**src/inc/irgc_cfg.svh**
```systemverilog
// Purpose: offsets, reset values and field positions of the ir/gpio config bank
// Assumes: included by the design module only; the package does not include it
// Notes: definitions only
`ifndef IRGC_CFG_SVH
`define IRGC_CFG_SVH
`define IRGC_IDX_TIMEOUT 8'h2d
`define IRGC_IDX_SELA 8'h2e
`define IRGC_IDX_SELB 8'h2f
`define IRGC_IDX_RTBASE 8'h30
`define IRGC_IDX_GPDIR 8'h31
`define IRGC_RST_TIMEOUT 8'h03
`define IRGC_RST_ZERO 8'h00
`define IRGC_RTBASE_MASK 8'hfe
`define IRGC_GPDIR_MASK 8'hce
`define IRGC_STEP_NS 100000
`define IRGC_CLK_NS 100
`define IRGC_SEL_OFS_A 3'h5
`define IRGC_SEL_OFS_B 3'h6
`define IRGC_TO_OFS 3'h1
`endif

```
**src/inc/irgc_pkg.sv**
```systemverilog
// Purpose: types of the ir/gpio config bank
// Assumes: nothing
// Notes: constants live in irgc_cfg.svh
package irgc_pkg;
    typedef enum logic [1:0] {irgc_idle, irgc_count, irgc_done} irgc_to_st_t;
    typedef struct packed {
        logic [7:0] timeout;
        logic [7:0] sel_a;
        logic [7:0] sel_b;
        logic [7:0] rt_base;
        logic [7:0] rd_data;
        logic [7:0] rt_offset;
        logic rt_hit;
        logic fir_en;
        irgc_to_st_t to_st;
        logic [7:0] to_units;
        logic [13:0] to_cyc;
        logic to_expired;
    } irgc_main_t;
endpackage

```
**src/logic/irgc_regs.sv**
```systemverilog
// Purpose: config registers for ir turnaround, software selects,
//          runtime block base decode and gpio direction one
// Assumes: config_index_register and config state come from the host decoder
// Notes: two resets: main supply and standby supply, both active low
`include "irgc_cfg.svh"
module irgc_regs
    import irgc_pkg::*;
#(
    parameter int CLK_NS = `IRGC_CLK_NS
) (
    input wire logic core_clk_i,
    input wire logic rst_b_i,
    input wire logic stby_rst_b_i,
    input wire logic cfg_state_i,
    input wire logic [7:0] config_index_register_i,
    input wire logic cfg_wr_i,
    input wire logic cfg_rd_i,
    input wire logic [7:0] cfg_wdata_i,
    output logic [7:0] cfg_rdata_o,
    input wire logic eng_to_wr_i,
    input wire logic [7:0] eng_to_wdata_i,
    input wire logic eng_sel_wr_i,
    input wire logic [2:0] eng_sel_ofs_i,
    input wire logic [7:0] eng_sel_wdata_i,
    input wire logic eng_soft_rst_i,
    input wire logic [7:0] fir_base_i,
    input wire logic to_start_i,
    output logic to_expired_o,
    output logic [7:0] ir_turnaround_timeout_o,
    output logic [7:0] ir_software_select_a_o,
    output logic [7:0] ir_software_select_b_o,
    output logic fast_ir_engine_en_o,
    input wire logic [15:0] io_addr_i,
    input wire logic io_cycle_i,
    output logic runtime_sel_o,
    output logic [4:0] runtime_offset_o,
    output logic wake_event_status_sel_o,
    output logic gpio_pin_11_dir_o,
    output logic gpio_pin_12_dir_o,
    output logic gpio_pin_13_dir_o,
    output logic gpio_pin_16_dir_o,
    output logic gpio_pin_17_dir_o
);
    localparam int STEP_CYC_RAW = `IRGC_STEP_NS / CLK_NS;
    localparam logic [13:0] STEP_CYC =
        (STEP_CYC_RAW < 1) ? 14'h0001 : 14'(STEP_CYC_RAW);

    // reset release through two flops for each supply domain
    logic [1:0] rst_sync;
    logic [1:0] stby_sync;
    logic rst_b;
    logic stby_b;
    always_ff @(posedge core_clk_i or negedge rst_b_i) begin
        if (!rst_b_i) rst_sync <= 2'h0;
        else rst_sync <= {rst_sync[0], 1'b1};
    end
    always_ff @(posedge core_clk_i or negedge stby_rst_b_i) begin
        if (!stby_rst_b_i) stby_sync <= 2'h0;
        else stby_sync <= {stby_sync[0], 1'b1};
    end
    assign rst_b = rst_sync[1];
    assign stby_b = stby_sync[1];

    // io address pins come from outside: two flops before decode
    // each bit crosses alone; the host holds an address for several
    // cycles, so a skewed bit can spoil at most one decode result
    logic [16:0] io_s1;
    logic [16:0] io_s2;
    always_ff @(posedge core_clk_i or negedge rst_b) begin
        if (!rst_b) begin
            io_s1 <= 17'h00000;
            io_s2 <= 17'h00000;
        end else begin
            io_s1 <= {io_cycle_i, io_addr_i};
            io_s2 <= io_s1;
        end
    end

    irgc_main_t st;
    irgc_main_t next_st;
    logic [7:0] gp_dir;
    logic [7:0] next_gp_dir;
    logic acc;

    assign acc = cfg_state_i;

    // register updates, decode and timeout counter
    always_comb begin
        next_st = st;
        next_st.rd_data = `IRGC_RST_ZERO;
        // config writes and engine writes share one storage per value,
        // so the two views can never diverge; engine writes go first
        // and a config write to the same value in that cycle wins,
        // while one to another value leaves the engine write intact
        if (eng_to_wr_i) begin
            next_st.timeout = eng_to_wdata_i;
        end
        if (eng_sel_wr_i) begin
            if (eng_sel_ofs_i == `IRGC_SEL_OFS_A)
                next_st.sel_a = eng_sel_wdata_i;
            else if (eng_sel_ofs_i == `IRGC_SEL_OFS_B)
                next_st.sel_b = eng_sel_wdata_i;
        end
        if (acc && cfg_wr_i) begin
            case (config_index_register_i)
                `IRGC_IDX_TIMEOUT: next_st.timeout = cfg_wdata_i;
                `IRGC_IDX_SELA: next_st.sel_a = cfg_wdata_i;
                `IRGC_IDX_SELB: next_st.sel_b = cfg_wdata_i;
                `IRGC_IDX_RTBASE:
                    next_st.rt_base = cfg_wdata_i & `IRGC_RTBASE_MASK;
                default: ;
            endcase
        end
        // eng_soft_rst_i deliberately not used on stored values
        if (acc && cfg_rd_i) begin
            case (config_index_register_i)
                `IRGC_IDX_TIMEOUT: next_st.rd_data = next_st.timeout;
                `IRGC_IDX_SELA: next_st.rd_data = next_st.sel_a;
                `IRGC_IDX_SELB: next_st.rd_data = next_st.sel_b;
                `IRGC_IDX_RTBASE:
                    next_st.rd_data = next_st.rt_base;
                `IRGC_IDX_GPDIR: next_st.rd_data = next_gp_dir;
                default: next_st.rd_data = `IRGC_RST_ZERO;
            endcase
        end
        // runtime decode; base field zero in rt_base bits 7:4 disables it
        next_st.rt_hit = io_s2[16] && (io_s2[15:12] == 4'h0)
            && (io_s2[11:5] == st.rt_base[7:1])
            && (st.rt_base[7:4] != 4'h0);
        next_st.rt_offset = {3'h0, io_s2[4:0]};
        next_st.fir_en = (fir_base_i[7:5] != 3'h0);
        // turnaround timer: timeout units of 100 us each
        next_st.to_expired = 1'b0;
        case (st.to_st)
            irgc_idle: begin
                if (to_start_i) begin
                    next_st.to_units = st.timeout;
                    next_st.to_cyc = STEP_CYC;
                    next_st.to_st = irgc_count;
                end
            end
            irgc_count: begin
                if (eng_soft_rst_i) begin
                    next_st.to_st = irgc_idle;
                end else if (st.to_units == 8'h00) begin
                    next_st.to_st = irgc_done;
                end else if (st.to_cyc == 14'h0001) begin
                    next_st.to_cyc = STEP_CYC;
                    next_st.to_units = st.to_units - 8'h01;
                end else begin
                    next_st.to_cyc = st.to_cyc - 14'h0001;
                end
            end
            irgc_done: begin
                next_st.to_expired = 1'b1;
                next_st.to_st = irgc_idle;
            end
            default: next_st.to_st = irgc_idle;
        endcase
    end

    // gpio direction lives on standby supply, kept apart from main state
    always_comb begin
        next_gp_dir = gp_dir;
        if (acc && cfg_wr_i
            && config_index_register_i == `IRGC_IDX_GPDIR)
            next_gp_dir = cfg_wdata_i & `IRGC_GPDIR_MASK;
    end

    always_ff @(posedge core_clk_i or negedge rst_b) begin
        if (!rst_b) begin
            st <= '0;
            st.timeout <= `IRGC_RST_TIMEOUT;
            st.sel_a <= `IRGC_RST_ZERO;
            st.sel_b <= `IRGC_RST_ZERO;
            st.rt_base <= `IRGC_RST_ZERO;
            st.to_st <= irgc_idle;
        end else begin
            st <= next_st;
        end
    end

    always_ff @(posedge core_clk_i or negedge stby_b) begin
        if (!stby_b) gp_dir <= `IRGC_RST_ZERO;
        else gp_dir <= next_gp_dir;
    end

    assign cfg_rdata_o = st.rd_data;
    assign ir_turnaround_timeout_o = st.timeout;
    assign ir_software_select_a_o = st.sel_a;
    assign ir_software_select_b_o = st.sel_b;
    assign fast_ir_engine_en_o = st.fir_en;
    assign runtime_sel_o = st.rt_hit;
    assign runtime_offset_o = st.rt_offset[4:0];
    assign wake_event_status_sel_o = st.rt_hit && (st.rt_offset == 8'h00);
    assign to_expired_o = st.to_expired;
    assign gpio_pin_11_dir_o = gp_dir[1];
    assign gpio_pin_12_dir_o = gp_dir[2];
    assign gpio_pin_13_dir_o = gp_dir[3];
    assign gpio_pin_16_dir_o = gp_dir[6];
    assign gpio_pin_17_dir_o = gp_dir[7];

    a_write_access: assert property (
        @(posedge core_clk_i) disable iff (!rst_b)
        (!cfg_state_i) |=> $stable(st.timeout) || $past(eng_to_wr_i))
        else $error("timeout changed outside config state");
    a_timeout_write: assert property (
        @(posedge core_clk_i) disable iff (!rst_b)
        (cfg_state_i && cfg_wr_i
         && config_index_register_i == `IRGC_IDX_TIMEOUT)
        |=> ir_turnaround_timeout_o == $past(cfg_wdata_i))
        else $error("timeout write lost");
    a_softrst_keep: assert property (
        @(posedge core_clk_i) disable iff (!rst_b)
        (eng_soft_rst_i && !cfg_wr_i && !eng_to_wr_i)
        |=> $stable(st.timeout))
        else $error("soft reset altered timeout");
    a_sela_mirror: assert property (
        @(posedge core_clk_i) disable iff (!rst_b)
        (eng_sel_wr_i && eng_sel_ofs_i == `IRGC_SEL_OFS_A && !cfg_wr_i)
        |=> ir_software_select_a_o == $past(eng_sel_wdata_i))
        else $error("select a mirror broken");
    a_selb_mirror: assert property (
        @(posedge core_clk_i) disable iff (!rst_b)
        (eng_sel_wr_i && eng_sel_ofs_i == `IRGC_SEL_OFS_B && !cfg_wr_i)
        |=> ir_software_select_b_o == $past(eng_sel_wdata_i))
        else $error("select b mirror broken");
    a_base_reserved: assert property (
        @(posedge core_clk_i) disable iff (!rst_b)
        st.rt_base[0] == 1'b0)
        else $error("base reserved bit set");
    a_rt_disabled: assert property (
        @(posedge core_clk_i) disable iff (!rst_b)
        (st.rt_base[7:4] == 4'h0) |=> !runtime_sel_o)
        else $error("runtime decode while disabled");
    a_rt_upper: assert property (
        @(posedge core_clk_i) disable iff (!rst_b)
        runtime_sel_o |-> $past(io_s2[15:12]) == 4'h0)
        else $error("runtime decode with high address");
    a_gpdir_reserved: assert property (
        @(posedge core_clk_i) disable iff (!stby_b)
        (gp_dir & ~`IRGC_GPDIR_MASK) == 8'h00)
        else $error("direction reserved bit set");
    a_fir_disable: assert property (
        @(posedge core_clk_i) disable iff (!rst_b)
        (fir_base_i[7:5] == 3'h0) |=> !fast_ir_engine_en_o)
        else $error("engine enabled with zero base");
    a_to_length: assert property (
        @(posedge core_clk_i) disable iff (!rst_b)
        (st.to_st == irgc_idle && to_start_i && st.timeout == 8'h00)
        |=> ##1 st.to_st == irgc_done)
        else $error("zero timeout not immediate");

    // read path, config write, decode, timer and reset-domain checks
    a_read_refused: assert property (
        @(posedge core_clk_i) disable iff (!rst_b)
        (!cfg_state_i) |=> cfg_rdata_o == 8'h00)
        else $error("read answered outside config state");
    a_read_timeout: assert property (
        @(posedge core_clk_i) disable iff (!rst_b)
        (cfg_state_i && cfg_rd_i
         && config_index_register_i == `IRGC_IDX_TIMEOUT)
        |=> cfg_rdata_o == ir_turnaround_timeout_o)
        else $error("timeout read differs from engine copy");
    a_base_readback: assert property (
        @(posedge core_clk_i) disable iff (!rst_b)
        (cfg_state_i && cfg_rd_i
         && config_index_register_i == `IRGC_IDX_RTBASE)
        |=> cfg_rdata_o == st.rt_base)
        else $error("base read differs from stored base");
    a_sela_cfg: assert property (
        @(posedge core_clk_i) disable iff (!rst_b)
        (cfg_state_i && cfg_wr_i
         && config_index_register_i == `IRGC_IDX_SELA)
        |=> ir_software_select_a_o == $past(cfg_wdata_i))
        else $error("select a config write not mirrored");
    a_selb_cfg: assert property (
        @(posedge core_clk_i) disable iff (!rst_b)
        (cfg_state_i && cfg_wr_i
         && config_index_register_i == `IRGC_IDX_SELB)
        |=> ir_software_select_b_o == $past(cfg_wdata_i))
        else $error("select b config write not mirrored");
    a_offset_pass: assert property (
        @(posedge core_clk_i) disable iff (!rst_b)
        runtime_sel_o |-> runtime_offset_o == $past(io_s2[4:0]))
        else $error("runtime offset differs from address");
    a_rt_match: assert property (
        @(posedge core_clk_i) disable iff (!rst_b)
        runtime_sel_o |-> $past(io_s2[11:5]) == $past(st.rt_base[7:1]))
        else $error("runtime decode with wrong base");
    a_gpdir_write: assert property (
        @(posedge core_clk_i) disable iff (!stby_b)
        (cfg_state_i && cfg_wr_i
         && config_index_register_i == `IRGC_IDX_GPDIR)
        |=> gpio_pin_11_dir_o == $past(cfg_wdata_i[1])
            && gpio_pin_17_dir_o == $past(cfg_wdata_i[7]))
        else $error("direction write not on pins");
    a_gpdir_main: assert property (
        @(posedge core_clk_i) disable iff (!stby_b)
        (!rst_b && !cfg_wr_i) |=> $stable(gp_dir))
        else $error("main reset altered direction");
    a_to_reload: assert property (
        @(posedge core_clk_i) disable iff (!rst_b)
        (st.to_st == irgc_idle && to_start_i)
        |=> st.to_units == $past(st.timeout))
        else $error("timer not loaded from timeout");
    a_fir_enable: assert property (
        @(posedge core_clk_i) disable iff (!rst_b)
        (fir_base_i[7:5] != 3'h0) |=> fast_ir_engine_en_o)
        else $error("engine disabled with nonzero base");
endmodule // irgc_regs

```
**config.mk**
```make
export PLATFORM = sky130hd
export DESIGN_NAME = irgc_regs
export DESIGN_NICKNAME = d
export VERILOG_FILES = /design/src/inc/irgc_pkg.sv /design/src/logic/irgc_regs.sv
export VERILOG_INCLUDE_DIRS = /design/src /design/src/inc
export SDC_FILE = /design/constraint.sdc
export NUM_CORES = 1
export LEC_CHECK = 0
export ABC_AREA = 1
export BUFFER_PORTS_ARGS = -buffer_cell sky130_fd_sc_hd__buf_2
export CAP_MARGIN = 20
export CORE_MARGIN = 4
export CORE_UTILIZATION = 55
export CTS_CLUSTER_DIAMETER = 60
export CTS_CLUSTER_SIZE = 40
export DETAILED_ROUTE_END_ITERATION = 8
export PLACE_DENSITY_LB_ADDON = 0.1
export RECOVER_POWER = 25
export SYNTH_ARGS = -nofsm -noshare
export SYNTH_HDL_FRONTEND = slang
export SYNTH_SLANG_ARGS = --single-unit
```
**constraint.sdc**
```tcl
create_clock -name core_clk_i -period 3.66 [get_ports core_clk_i]
set_clock_uncertainty 0.15 [all_clocks]
set_input_delay 0.366 -clock core_clk_i [delete_from_list [all_inputs] [get_ports core_clk_i]]
set_output_delay 0.366 -clock core_clk_i [all_outputs]
set_load 0.03 [all_outputs]
```
==> run summary <==
failing checks -> negative hold slack
GRT Max-Usage Layer -> met2
largest net degree at the start of global routing -> 88
crit-path leading delay family -> simple AND/OR/NAND/NOR gates
synth-to-layout area growth -> 20.9%
mux share of post-synthesis cell area -> 0.680%
Slew Limit Headroom -> 42.0%
DP Area -> 6230 sq um
most common cell after layout, fill and taps aside -> nand2_1
Via density -> 5.08
Post-Synth XOR/XNOR Area -> 0.743%
leakage power -> 3.57 nW
sequential share of the synthesized area -> 50.2%
DRC viols -> 0
first-pass GRT wire length -> 22900 um
crit share post-route -> 54.1%
endpoints failing hold -> 3
port bufs -> 110
Place WS -> 1540 ps
Peak VDD IR -> 0.320 mV
top_reg_cell synth -> dfrtp_1
Critical Path Slowest Stage Cell -> dfrtp_1
Worst Tran Pin Value -> 870 ps
Starting Density -> 56.8%
CP Class -> flip-flop to flip-flop
clk slew on worst S/H paths -> 60 ps
area of the multi-input gates -> 2260 sq um
Skew-Pair Late Insertion Delay -> 510 ps
pwr dens -> 585 nW/um^2
DR pass1 iterations -> 8
Setup TNS -> 0 ps
Global Route Usage Sum -> 22.7%
CP Capture Type -> flip-flop
Syn Area/Cell -> 8.63 sq um
startpoint class of the critical path -> flip-flop
GR Layer Usage met2 -> 36.1%
adder-cell share of the synthesized area -> 0.637%
WP data required -> 3910 ps
fillcell total -> 859
Synth async-reset ratio -> 100%
IO Pins -> 116
Pins Over Slew Limit -> 0
most frequent cells in the layout -> nand2_1 (168), dfrtp_1 (116), buf_2 (110)
core area -> 10400 sq um
routed wire length per instance -> 14.5 um
Syn Inst Count -> 683
setup ws final -> 1680 ps
crit path max fanout -> 18
# setup viols final -> 0
status -> complete, but fails checks
Synth Register Bits -> 118
FP Rows -> 37
fraction of layout cells with a size suffix above 1 -> 24.2%
DR iter-0 viols -> 287
RSZ-0062 raised after global routing -> no
met3 Track Usage GR -> 5.92%
YS warnings -> 0
total CTS buffers -> 17
aggregate global routing overflow -> 0
Buf/Inv on CP -> 3
number of global-route vias before repair -> 4756
Max clock buf depth -> 2
maxcap violations -> 0
Root Driver -> clkbuf_8
Top cell by count, worst path -> inv_6
post-route ant nets -> 0
die width -> 112 um
synthesized area -> 5890 sq um
Fmax -> 0.505 GHz
RePlAce Congestion -> 0.864
CP peak stage delay -> 370 ps
placed wire-length estimate -> 9610 um
CTS HTree Levels -> 4
antenna cells -> 0
cell area after layout -> 7120 sq um
hold slack -> -1.82 ps
Final min period -> 1980 ps
CP cell instances -> inv_1 > ha_1 > nand2_2 > nor2_4 > nand4_2 > nand2_4 > inv_6 > nand2_8 > inv_6 > nand2_1 > o21ai_2
Nets -> 863
met1 usage -> 30.3%
Synth Area in Simple Gates -> 29.7%
Synth Area in Compound Gates -> 6.54%
die area -> 12400 sq um
Sequential Area -> 2960 sq um
die height -> 112 um
CTS tree -> built
hold crit path type -> flip-flop to asynchronous set/reset pin
largest family of logic cells by synthesized area -> simple AND/OR/NAND/NOR gates
Vias -> 4769
drt total wl -> 13600 um
CP arrival -> 2230 ps
clock sinks -> 118
synth unique cells -> 45
EDFF count, synth -> 0
initial antenna violation count -> 0
state kept, by name, indices dropped and copies added (netlist names):
signal	flops
io_s1	17
ir_turnaround_timeout_o	8
ir_software_select_b_o	8
st	32
fast_ir_engine_en_o	1
gp_dir	8
runtime_sel_o	1
to_expired_o	1
ir_software_select_a_o	8
cfg_rdata_o	8
stby_sync	2
rst_sync	2
runtime_offset_o	5
io_s2	17
repair_timing:
item	4_1_cts	5_1_grt
setup buffers	0	0
endpoints found under the hold margin	30	0
hold buffers	28	0
resized for setup	0	0
synth_stat cells, drive strengths merged, types with 6 or more instances:
cell / count / area (sq um)
nor2: 66 / 339
nand3: 67 / 365
nor3: 7 / 35.0
and2: 16 / 100
o21ai: 41 / 228
a21oi: 6 / 33.8
nand2: 182 / 737
nand4: 19 / 125
buf: 53 / 402
dfrtp: 116 / 2900
inv: 71 / 277
o211ai: 6 / 45.0
per-stage QoR:
step	total power, W	util, %	cells	hold WS [ps]
after floorplan	0.00237	-	684	-79.6
after global placement	0.00249	60.0	878	-13.1
after detailed placement	0.00253	60.0	878	4.04
after CTS	0.00418	68.4	938	1.54
after global routing	0.00440	68.7	939	24.8
final	0.00416	68.7	939	-1.82
final timing paths:
path,from,endpoint,slack (ps),cells past startpoint
worst min register to register,stby_sync[1],gp_dir[3],-2,0
worst max-delay path,st[15],st[17],1680,11
worst min-delay path,stby_sync[1],gp_dir[3],-2,0
min in group core_clk_i,cfg_rd_i,cfg_rdata_o[2],20,3
worst max register to register,st[15],st[17],1680,11
max in group asynchronous,rst_sync[1],cfg_rdata_o[0],2020,2
routing by layer:
layer / wire [um] / vias up
met1: 6020 / 2226
met2: 6470 / 152
met5: 0 / -
li1: - / 2377
met3: 922 / 14
met4: 170 / 0
logic make-up (layout without fill, tap and decap cells):
| kind of cell | after synthesis | after routing |
|---|---|---|
| simple gates | 364 | 364 |
| buf+inv | 124 | 243 |
| compound gates | 64 | 64 |
| xor+xnor | 5 | 5 |
| flops | 118 | 118 |
| other cells | 1 | 2 |
| mux | 4 | 4 |
| fa+ha+maj | 3 | 3 |
power by group:
part	leakage, nW	switching (W)	internal, W	total [W]
Combinational	1.88	0.000650	0.000311	0.000961
Clock	0.281	0.000612	0.00101	0.00162
Sequential	1.41	0.000112	0.00147	0.00158
final cells by class:
class	count	area share, %
well taps	136	2.39
multi-input cells	442	31.8
repair buffers	140	12.2
flip-flops and latches	118	41.5
clock buffers	19	6.20
clock inverters	13	2.09
inverters	71	3.88
(Power assumes the default switching activity.)
